[config.mk]
export PLATFORM = sky130hd
export DESIGN_NAME = scd_decode
export DESIGN_NICKNAME = d
export VERILOG_FILES = /design/src/verilog/scd_pkg.sv /design/src/verilog/scd_decode.sv
export SDC_FILE = /design/constraint.sdc
export NUM_CORES = 1
export LEC_CHECK = 0
export BUFFER_PORTS_ARGS = -buffer_cell sky130_fd_sc_hd__buf_2
export CAP_MARGIN = 20
export CORE_UTILIZATION = 50
export CTS_BUF_LIST = sky130_fd_sc_hd__clkbuf_8
export DETAILED_ROUTE_END_ITERATION = 7
export GPL_TIMING_DRIVEN = 0
export PLACE_DENSITY_LB_ADDON = 0.15
export SLEW_MARGIN = 40
export SYNTH_ARGS = -nofsm -noshare
export SYNTH_HDL_FRONTEND = slang
export SYNTH_SLANG_ARGS = --single-unit
[constraint.sdc]
create_clock -name i_clk_sys -period 2.5 [get_ports i_clk_sys]
set_clock_uncertainty 0.05 [all_clocks]
set_input_delay 0.375 -clock i_clk_sys [delete_from_list [all_inputs] [get_ports i_clk_sys]]
set_output_delay 0.375 -clock i_clk_sys [all_outputs]
set_load 0.005 [all_outputs]
[src/verilog/scd_pkg.sv]
// Constants for the supervisor call and coprocessor data operation decoder.
// Assumes a 32-bit instruction word and a single core clock domain.
package scd_pkg;

    // Instruction field positions
    localparam int COND_HI = 31;
    localparam int COND_LO = 28;
    localparam int CLASS_HI = 27;
    localparam int CLASS_LO = 24;
    localparam int OPC_HI = 23;
    localparam int OPC_LO = 20;
    localparam int FIRST_HI = 19;
    localparam int FIRST_LO = 16;
    localparam int DEST_HI = 15;
    localparam int DEST_LO = 12;
    localparam int NUM_HI = 11;
    localparam int NUM_LO = 8;
    localparam int INFO_HI = 7;
    localparam int INFO_LO = 5;
    localparam int CDP_BIT = 4;
    localparam int SECOND_HI = 3;
    localparam int SECOND_LO = 0;

    // Class codes
    localparam logic [3:0] CLASS_SVC = 4'hF;
    localparam logic [3:0] CLASS_COP = 4'hE;

    // Flag-setting move of link register into program counter, cond masked
    localparam logic [27:0] RET_CODE = 28'h1B0F00E;

    // Status word layout
    localparam int FLAG_N = 31;
    localparam int FLAG_Z = 30;
    localparam int FLAG_C = 29;
    localparam int FLAG_V = 28;
    localparam int IRQ_OFF = 7;
    localparam int MODE_HI = 4;
    localparam int MODE_LO = 0;
    localparam logic [4:0] MODE_SVC = 5'h13;
    localparam logic [4:0] MODE_UND = 5'h1B;
    localparam logic [31:0] STATUS_RST = 32'h0000_00D3;

    // Trap vectors
    localparam logic [31:0] VEC_SVC = 32'h0000_0008;
    localparam logic [31:0] VEC_UND = 32'h0000_0004;
    localparam logic [31:0] WORD_STEP = 32'h0000_0004;

    // Extra cycles: supervisor call 2S + 1N, undefined trap likewise
    localparam logic [1:0] SVC_EXTRA = 2'h3;
    localparam logic [1:0] UND_EXTRA = 2'h3;

endpackage
[src/verilog/scd_decode.sv]
// Decode and trap logic for supervisor calls and coprocessor data operations.
// Assumes instructions arrive from fetch on the core clock with a
// valid/ready handshake and that no coprocessor is attached.
//
// Overview of operation
// - Each instruction runs only if its top four condition bits pass.
// - Class bits all ones mark a supervisor call; low 24 bits are comment.
// - A supervisor call enters supervisor mode and jumps to vector 0x08.
// - The status word is saved to the supervisor saved status first.
// - The supervisor link register gets the address of the next word.
// - A flag-setting return move restores program counter and status word.
// - A nested supervisor call simply overwrites link and saved status.
// - The 24-bit comment field is ignored by the core.
// - A supervisor call costs two sequential plus one non-sequential cycle.
// - Every coprocessor instruction that passes takes the undefined trap.
// - A data operation is class 1110 with bit 4 clear.
// - Data operation fields are opcode, operands, dest, number and info.
// - The number field is 0 to 15 and a coprocessor ignores others.
// - The core neither takes a result nor waits for completion.
// - With a coprocessor it would cost one sequential plus busy cycles.
`timescale 1ns/1ps
`default_nettype none

module scd_decode
    import scd_pkg::*;
(
    input wire logic i_clk_sys,
    input wire logic i_sys_rst,
    input wire logic i_instr_valid,
    input wire logic [31:0] i_instr,
    input wire logic [31:0] i_instr_addr,
    output logic o_instr_ready,
    output logic o_pc_load,
    output logic [31:0] o_pc_target,
    output logic o_svc_trap,
    output logic o_und_trap,
    output logic [31:0] o_current_status_word,
    output logic [31:0] o_supervisor_saved_status,
    output logic [31:0] o_supervisor_link_reg,
    output logic [31:0] o_undef_saved_status,
    output logic [31:0] o_undef_link_reg,
    output logic o_cop_valid,
    output logic [3:0] o_coproc_opcode_field,
    output logic [3:0] o_coproc_first_operand,
    output logic [3:0] o_coproc_destination,
    output logic [3:0] o_coproc_number_field,
    output logic [2:0] o_coproc_info_field,
    output logic [3:0] o_coproc_second_operand
);

    ////////////////////////////////////////////////////////////////////////
    // State

    typedef struct packed {
        logic ready;
        logic [1:0] wait_cnt;
        logic pc_load;
        logic [31:0] pc_target;
        logic svc_trap;
        logic und_trap;
        logic [31:0] status;
        logic [31:0] svc_saved;
        logic [31:0] svc_link;
        logic [31:0] und_saved;
        logic [31:0] und_link;
        logic cop_valid;
        logic [3:0] opc;
        logic [3:0] first;
        logic [3:0] dest;
        logic [3:0] num;
        logic [2:0] info;
        logic [3:0] second;
    } scd_state_t;

    scd_state_t state_r;
    scd_state_t state_nxt;

    ////////////////////////////////////////////////////////////////////////
    // Helpers

    // Condition check against N Z C V
    function automatic logic cond_pass(input logic [3:0] cond,
                                       input logic [31:0] sw);
        logic n;
        logic z;
        logic c;
        logic v;
        logic res;
        n = sw[FLAG_N];
        z = sw[FLAG_Z];
        c = sw[FLAG_C];
        v = sw[FLAG_V];
        case (cond)
            4'h0: res = z;
            4'h1: res = !z;
            4'h2: res = c;
            4'h3: res = !c;
            4'h4: res = n;
            4'h5: res = !n;
            4'h6: res = v;
            4'h7: res = !v;
            4'h8: res = c && !z;
            4'h9: res = !c || z;
            4'hA: res = (n == v);
            4'hB: res = (n != v);
            4'hC: res = !z && (n == v);
            4'hD: res = z || (n != v);
            4'hE: res = 1'b1;
            default: res = 1'b0;
        endcase
        return res;
    endfunction

    // Status word with a new mode and interrupts masked
    function automatic logic [31:0] enter_mode(input logic [31:0] sw,
                                               input logic [4:0] mode);
        logic [31:0] res;
        res = sw;
        res[MODE_HI:MODE_LO] = mode;
        res[IRQ_OFF] = 1'b1;
        return res;
    endfunction

    // Four-bit field at a given low position
    function automatic logic [3:0] nibble_at(input logic [31:0] word,
                                             input int lo);
        logic [3:0] res;
        res = word[lo +: 4];
        return res;
    endfunction

    // Return bank chosen by the mode being left
    function automatic logic from_undef(input logic [31:0] sw);
        logic res;
        res = (sw[MODE_HI:MODE_LO] == MODE_UND);
        return res;
    endfunction

    ////////////////////////////////////////////////////////////////////////
    // Decode

    logic take;
    logic pass;
    logic is_svc;
    logic is_cop;
    logic is_cdp;
    logic is_ret;
    logic [31:0] next_word;
    logic [3:0] cond_f;
    logic [3:0] class_f;
    logic [3:0] opc_f;
    logic [3:0] first_f;
    logic [3:0] dest_f;
    logic [3:0] num_f;
    logic [2:0] info_f;
    logic [3:0] second_f;
    logic ret_und;
    logic [31:0] ret_target;
    logic [31:0] ret_status;

    always_comb begin
        cond_f = nibble_at(i_instr, COND_LO);
        class_f = nibble_at(i_instr, CLASS_LO);
        opc_f = nibble_at(i_instr, OPC_LO);
        first_f = nibble_at(i_instr, FIRST_LO);
        dest_f = nibble_at(i_instr, DEST_LO);
        num_f = nibble_at(i_instr, NUM_LO);
        info_f = i_instr[INFO_HI:INFO_LO];
        second_f = nibble_at(i_instr, SECOND_LO);
        take = i_instr_valid && state_r.ready;
        pass = cond_pass(cond_f, state_r.status);
        // Only class bits count; comment field never looked at
        is_svc = (class_f == CLASS_SVC);
        is_cop = (class_f == CLASS_COP);
        is_cdp = is_cop && !i_instr[CDP_BIT];
        is_ret = (i_instr[CLASS_HI:0] == RET_CODE);
        next_word = i_instr_addr + WORD_STEP;
        ret_und = from_undef(state_r.status);
        ret_target = ret_und ? state_r.und_link : state_r.svc_link;
        ret_status = ret_und ? state_r.und_saved : state_r.svc_saved;
    end

    ////////////////////////////////////////////////////////////////////////
    // Next state

    always_comb begin
        state_nxt = state_r;
        state_nxt.pc_load = 1'b0;
        state_nxt.svc_trap = 1'b0;
        state_nxt.und_trap = 1'b0;
        state_nxt.cop_valid = 1'b0;
        if (state_r.wait_cnt != 2'h0) begin
            state_nxt.wait_cnt = state_r.wait_cnt - 2'h1;
        end
        if (take && pass) begin
            if (is_svc) begin
                // Nested calls overwrite, no stack kept
                state_nxt.svc_saved = state_r.status;
                state_nxt.svc_link = next_word;
                state_nxt.status = enter_mode(state_r.status,
                                              MODE_SVC);
                state_nxt.pc_target = VEC_SVC;
                state_nxt.pc_load = 1'b1;
                state_nxt.svc_trap = 1'b1;
                state_nxt.wait_cnt = SVC_EXTRA;
            end else if (is_cop) begin
                if (is_cdp) begin
                    // Fields split out, nothing awaited back
                    state_nxt.cop_valid = 1'b1;
                    state_nxt.opc = opc_f;
                    state_nxt.first = first_f;
                    state_nxt.dest = dest_f;
                    state_nxt.num = num_f;
                    state_nxt.info = info_f;
                    state_nxt.second = second_f;
                end
                // No coprocessor answers, so trap to emulation
                state_nxt.und_saved = state_r.status;
                state_nxt.und_link = next_word;
                state_nxt.status = enter_mode(state_r.status,
                                              MODE_UND);
                state_nxt.pc_target = VEC_UND;
                state_nxt.pc_load = 1'b1;
                state_nxt.und_trap = 1'b1;
                state_nxt.wait_cnt = UND_EXTRA;
            end else if (is_ret) begin
                // Return through the bank of the current mode
                state_nxt.pc_load = 1'b1;
                state_nxt.pc_target = ret_target;
                state_nxt.status = ret_status;
            end
        end
        state_nxt.ready = (state_nxt.wait_cnt == 2'h0);
    end

    ////////////////////////////////////////////////////////////////////////
    // Registers

    always_ff @(posedge i_clk_sys) begin
        if (i_sys_rst) begin
            state_r <= '0;
            state_r.ready <= 1'b1;
            state_r.status <= STATUS_RST;
        end else begin
            state_r <= state_nxt;
        end
    end

    ////////////////////////////////////////////////////////////////////////
    // Outputs

    assign o_instr_ready = state_r.ready;
    assign o_pc_load = state_r.pc_load;
    assign o_pc_target = state_r.pc_target;
    assign o_svc_trap = state_r.svc_trap;
    assign o_und_trap = state_r.und_trap;
    assign o_current_status_word = state_r.status;
    assign o_supervisor_saved_status = state_r.svc_saved;
    assign o_supervisor_link_reg = state_r.svc_link;
    assign o_undef_saved_status = state_r.und_saved;
    assign o_undef_link_reg = state_r.und_link;
    assign o_cop_valid = state_r.cop_valid;
    assign o_coproc_opcode_field = state_r.opc;
    assign o_coproc_first_operand = state_r.first;
    assign o_coproc_destination = state_r.dest;
    assign o_coproc_number_field = state_r.num;
    assign o_coproc_info_field = state_r.info;
    assign o_coproc_second_operand = state_r.second;

endmodule

`default_nettype wire

# --- Word-level counts from Yosys, hierarchy flattened ---
# Index checks and enable logic that the tools add are counted.
# Widths: inputs -> output; s select.
word_totals:
  regBits: 222
  input_bits: 67
  out_inout_bits: 220
  word_cells: 87
op_classes:
  addsub: 2
  eq_ne: 20
  n_mux: 19
  n_bitwise: 3
  reduce_logical: 24
op_table:
  columns: ["operator", "n"]
  rows:
  - ["$mux 221", 1]
  - ["$mux 88", 2]
  - ["$mux 32", 5]
  - ["$mux 33", 2]
  - ["$mux 64", 1]
  - ["$eq 4x4->1 const B", 9]
  - ["$mux 35", 1]
  - ["$add 32x3->32 const B", 1]
  - ["$eq 28x25->1 const B", 1]
  - ["$mux 24", 1]
  - ["$eq 4x3->1 const B", 4]
  - ["$pmux 1 s15", 1]
  - ["$eq 4x2->1 const B", 2]
  - ["$reduce_and 4->1", 2]
  - ["$eq 5x5->1 const B", 1]
  - ["$logic_and 1x1->1", 5]
  - ["$logic_not 1->1", 5]
  - ["$eq 4x1->1 const B", 1]
  - ["$logic_not 4->1", 1]
  - ["$mux 2", 2]
  - ["$reduce_and 2->1", 2]
  - ["$reduce_or 4->1", 1]
  - ["$mux 1", 3]
  - ["$not 1->1", 3]
  - ["other kinds (10)", 11]

# --- Depth between registers and ports, before layout ---
depth:
  depth_word: 7
  depth_mapped: 10
  ltp_nobuf: 7

# --- Worst setup path after synthesis ---
# OpenSTA, ideal clock, no wires.
synth_timing:
  path_type: "input port to flip-flop"
  start: "input i_instr[30]"
  end: "register state_r, in the netlist o_coproc_destination[3]"
  setup_ps: 128
  arrival_ps: 2300
  required_ps: 2322
  path_slack_ps: 22
  cell_stages: 8
  path_buffers: 2
  cell_sequence: "clkbuf_1 -> mux2_2 -> a211oi_1 -> a31oi_1 -> o311ai_2 -> buf_4 -> mux2i_1 -> nor2_1"
synth_via:
  elab_chain_cells: 4
  elab_cells_between_ends: 18
  classes_between: "eq/ne (14); mux (1); reduce/logical (3)"
synth_rtl:
  columns: ["element", "line_no", "source"]
  rows:
  - ["from (decl)", "scd_decode.sv:30", "input wire logic [31:0] i_instr,"]
  - ["$eq 4x4->1, or another cell as far along", "scd_decode.sv:93", "case (cond)"]
  - ["$pmux 1 s15 *", "scd_decode.sv:93", null]
  - ["$logic_and 1x1->1 *", "scd_decode.sv:195", "if (take && pass) begin"]
  - ["$reduce_and 4->1 (no source line) *", null, null]
  - ["to (signal assigned)", "scd_decode.sv:245", "state_r <= state_nxt;"]
  - ["to (decl)", "scd_decode.sv:75", "scd_state_t state_r;"]
# Every way passes the cells marked *; elsewhere a longest branch is shown, timed or not.
# A chain may end at the register's enable or synchronous reset.

# --- Final worst setup path ---
layout_timing:
  start: "register state_r, in the netlist o_current_status_word[31]"
  end: "register state_r, in the netlist o_current_status_word[15]"
layout_via:
  elab_chain_cells: 5
  elab_cells_between_ends: 8
  classes_between: "eq/ne (2); mux (1); reduce/logical (5)"
layout_rtl:
  columns: ["element", "line_no"]
  rows:
  - ["$ne 1x1->1 or $eq 1x1->1 (tied branches)", null]
  - ["$logic_or 1x1->1 or $logic_and 1x1->1 (tied branches)", "scd_decode.sv:107, scd_decode.sv:106"]
  - ["$pmux 1 s15 *", "scd_decode.sv:93"]
  - ["$logic_and 1x1->1 *", "scd_decode.sv:195"]
  - ["$reduce_and 4->1 (no source line) *", null]
# Marked as above.

==> flow_results.org <==
** Floorplan
- Count of standard-cell rows :: between 50 and 60
- The initial utilization of the core area, before any placement, comes to 0.514.
- Vert. Die Dim :: roughly 150 um
- Die footprint :: ~22000 um^2
- Boundary Pins :: between 200 and 300
- Width of the die :: between 100 and 150 um
- The floorplan step defined a core boundary enclosing 21200 um^2.

** Pwr
- Total power :: about 7.2 mW
- Static leakage :: ~6.8 nW
- Across the VDD grid, the largest voltage drop is about 0.30 mV.
- Areal power density over the cells :: about 530 nW/um^2

** Routing
- For this run, design rule violations remaining after detail routing come to 0.
- The detail route stage leaves a number of antenna-violating nets equal to 0.
- After detailed routing, the average wire length per cell comes to approximately 17 um.
- Wire length the detailed router placed on met1 :: 13700 um
- Routed met3 length :: ~2100 um
- Post-DR vias/cell :: slightly above 5
- Detailed Routing Iterations Pass 1 :: 5
- The routed layout has between 9000 and 10000 vias.
- Violation count after the first detailed-route iteration :: 501
- Post-detailed-routing wire length :: 30800 um
- Met2 routed wirelength :: 14200 um
- Highest metal layer with signal wires :: met4

** GRT
- First-pass GRT wire length :: about 46000 um
- Maximum number of pins on one net before global-route repair :: 11
- Remaining global-route overflow :: 0
- The via count of the first global-routing pass came to 8651.
- The number of antenna violations at the first check in global routing was 2.
- Total global routing track utilization :: 0.267

** Timing
- The final hold violation count came to 0.
- Worst hold margin :: between 0.04 and 0.05 ns
- The worst path meets setup with slightly above 0.05 ns of slack.
- Tmin final :: ~2.4 ns
- After routing, the total negative slack on setup checks comes to 0 ns.
- Setup repair after global routing could not meet its margin everywhere.
- Setup violations remaining at the end of the flow were counted as 0.
- At the pin with the least slew margin, the transition time is ~0.8 ns.
- Of the available clock period, the critical path in the final layout requires 0.979.
- Headroom to the max-slew limit came out at 0.453.
- The final max-slew violation count is 0.
- Derived from the worst setup path, the maximum achievable clock frequency is approximately 410 MHz.

** Clock network
- The tree is rooted in a clkbuf_8.
- Counting along the longest clock path gives a buffer depth of 3.
- Count of hold-fix buffers inserted at cts :: 0
- Clock-pin slew was measured on the worst setup and hold paths at about 0.060 ns.
- Clock sink count :: between 200 and 250
- CTS tree :: yes
- Buffers inserted during clock tree synthesis total 38.
- Count of H-tree levels built during CTS :: 2
- The clock reaches the later pin of the worst-skew pair after about 0.52 ns.

** Logic synthesis
- Number of distinct standard cells referenced by the synthesized netlist :: 52
- Number of flops mapped to enable cells by yosys :: 0
- Post-synthesis instance area :: between 10000 and 15000 um^2
- Instance count of the mapped netlist :: 1228
- In the synthesized netlist the async set-or-reset flop fraction comes to 0.
- Avg Inst Size Synth :: 8.85 um^2
- Counting every net in the synthesized netlist gives between 1000 and 1500.
- Synthesis inferred roughly 220 register bits.
- Top FF cell, synth :: dfxtp_1
- The share of the Yosys chip area taken by registers is 0.409.
- The Yosys step of the flow raised 0 warnings.

** Status
- The flow ran to the end, and the final reports show no timing, DRC or antenna violations.

** Critical path
- The worst setup path is captured at a flip-flop.
- STA classifies the critical path startpoint as a flip-flop.
- For the worst setup path, the data required time is 2.82 ns.
- Category of the critical setup timing path :: flip-flop to flip-flop
- In this run the worst path has a maximum fanout of 10.
- Arrival @ worst endpoint :: 2.77 ns

** Placed design
- In this run the cell area measured after placement is between 10000 and 15000 um^2.
- The wire-length estimate of the detail-placed layout is 22600 um.
- Port-buffer cells :: around 280
- Prior to clock tree synthesis, the placed netlist has a worst setup slack of -0.689 ns.
- Routability-driven placement finished with a final weighted congestion of about 0.85.
- Once placement completed, the tool counted placed cells totaling roughly 1800.

** Cells and area
- In the final layout, the share of cells above drive strength 1 is 0.425.
- At the end of the flow the core is filled with cells to 0.651.
- Net count, final :: about 1600
- Final cell area excluding filler cells :: 13800 um^2
- Number of cells in the finished layout apart from fillers :: 1866
- Area growth syn-to-layout :: 26.7%

** Min path
- In this run the worst hold path is classified as input pin to flip-flop.

** Run
- Maximum capacitance violations :: 0
final timing paths:
check	from	end	slack [ns]	cells past startpoint
min reg2reg	o_pc_target[6]$_SDFFE_PP0P_	o_pc_target[6]$_SDFFE_PP0P_	0.41	1
max	o_current_status_word[31]$_SDFFE_PP0P_	o_current_status_word[15]$_SDFFE_PP0P_	0.05	9
max reg2reg	o_current_status_word[31]$_SDFFE_PP0P_	o_current_status_word[15]$_SDFFE_PP0P_	0.05	9
min	i_instr_addr[2]	o_undef_link_reg[2]$_SDFFE_PP0P_	0.05	2
cells in the final DEF, fill, tap and decap left out, types with 4 or more instances in the layout:
cell,instances
a31o_2,12
nand3_1,19
buf_4,243
nor3_1,16
and3_1,9
o21ai_0,9
nand4_1,12
clkbuf_4,5
clkbuf_8,51
xnor2_1,13
xor2_1,15
nand2b_1,5
clkbuf_1,30
dfxtp_1,218
a211oi_2,26
buf_6,8
a21oi_1,78
nand2_1,164
mux2i_1,91
nor3_2,4
inv_1,18
a211oi_1,36
clkbuf_2,10
a311oi_4,4
nor2_1,114
buf_2,290
nor4_1,4
o2bb2ai_1,31
power breakdown:
part           leakage, nW  internal, mW  switching [mW]
Sequential            1.79          3.56          0.0154
Clock                0.451          1.78            1.45
Combinational         4.59         0.158           0.270
area by class of cell:
cell class	count	area (um^2)
clock buffer	50	688
fill	1870	7380
clock inverter	18	71.3
antenna	2	5.00
timing repair buffer	295	1510
tap	275	344
multi-input combinational	704	4560
buffer	296	2120
sequential	222	4450
inverter	4	15.0
worst max-delay path, stage by stage, from the launching register on:
cell	delay, ns
dfxtp_2	0.32
buf_6	0.13
o21ba_2	0.19
o32a_1	0.35
a31o_4	0.29
buf_4	0.15
a311oi_4	0.29
buf_6	0.20
buf_4	0.23
a211oi_2	0.09
logic make-up after synthesis:
family / after synthesis / synth area share
buf+inv: 302 / 0.185
flops: 222 / 0.409
xor+xnor: 29 / 0.0234
simple gates: 368 / 0.147
compound gates: 214 / 0.150
mux: 92 / 0.0848
fa+ha+maj: 1 / 0.00115
timing repair:
action,CTS,global route
resized for setup,57,41
hold endpoints to repair,0,0
setup endpoints to repair,214,161
buffers inserted,5,6
pin swaps,5,14
cell usage after synthesis (2+ instances only):
master     instances  area [um^2]
dfxtp_1          222         4440
buf_4            220         1650
nand2_1          164          616
nor2_1           114          428
mux2i_1           91          911
a21oi_1           78          390
clkbuf_1          50          188
a211oi_1          39          293
o2bb2ai_1         31          272
a211oi_2          23          288
buf_2             20          100
nor3_1            20          100
nand3_1           19         95.1
xor2_1            16          140
a31o_2            13          114
xnor2_1           13          114
nand4_1           12         75.1
and3_1             9         56.3
o21ai_0            9         45.0
buf_1              5         18.8
nand2b_1           5         31.3
nor4_1             5         31.3
a311o_1            3         30.0
a311oi_2           3         45.0
buf_6              3         33.8
inv_1              3         11.3
nor4b_1            3         26.3
nor4bb_1           3         30.0
a21o_1             2         15.0
a31o_1             2         17.5
a31oi_1            2         12.5
nand4b_1           2         17.5
nor2b_1            2         12.5
nor3b_1            2         15.0
or3_1              2         12.5
or4b_1             2         20.0
routing by layer:
metal	global-route usage	vias up
met4	0.0974	0
met1	0.360	4451
met2	0.424	357
met3	0.0503	54
met5	0	-
li1	-	4676
Note: power is estimated with default switching activity, not from simulation.
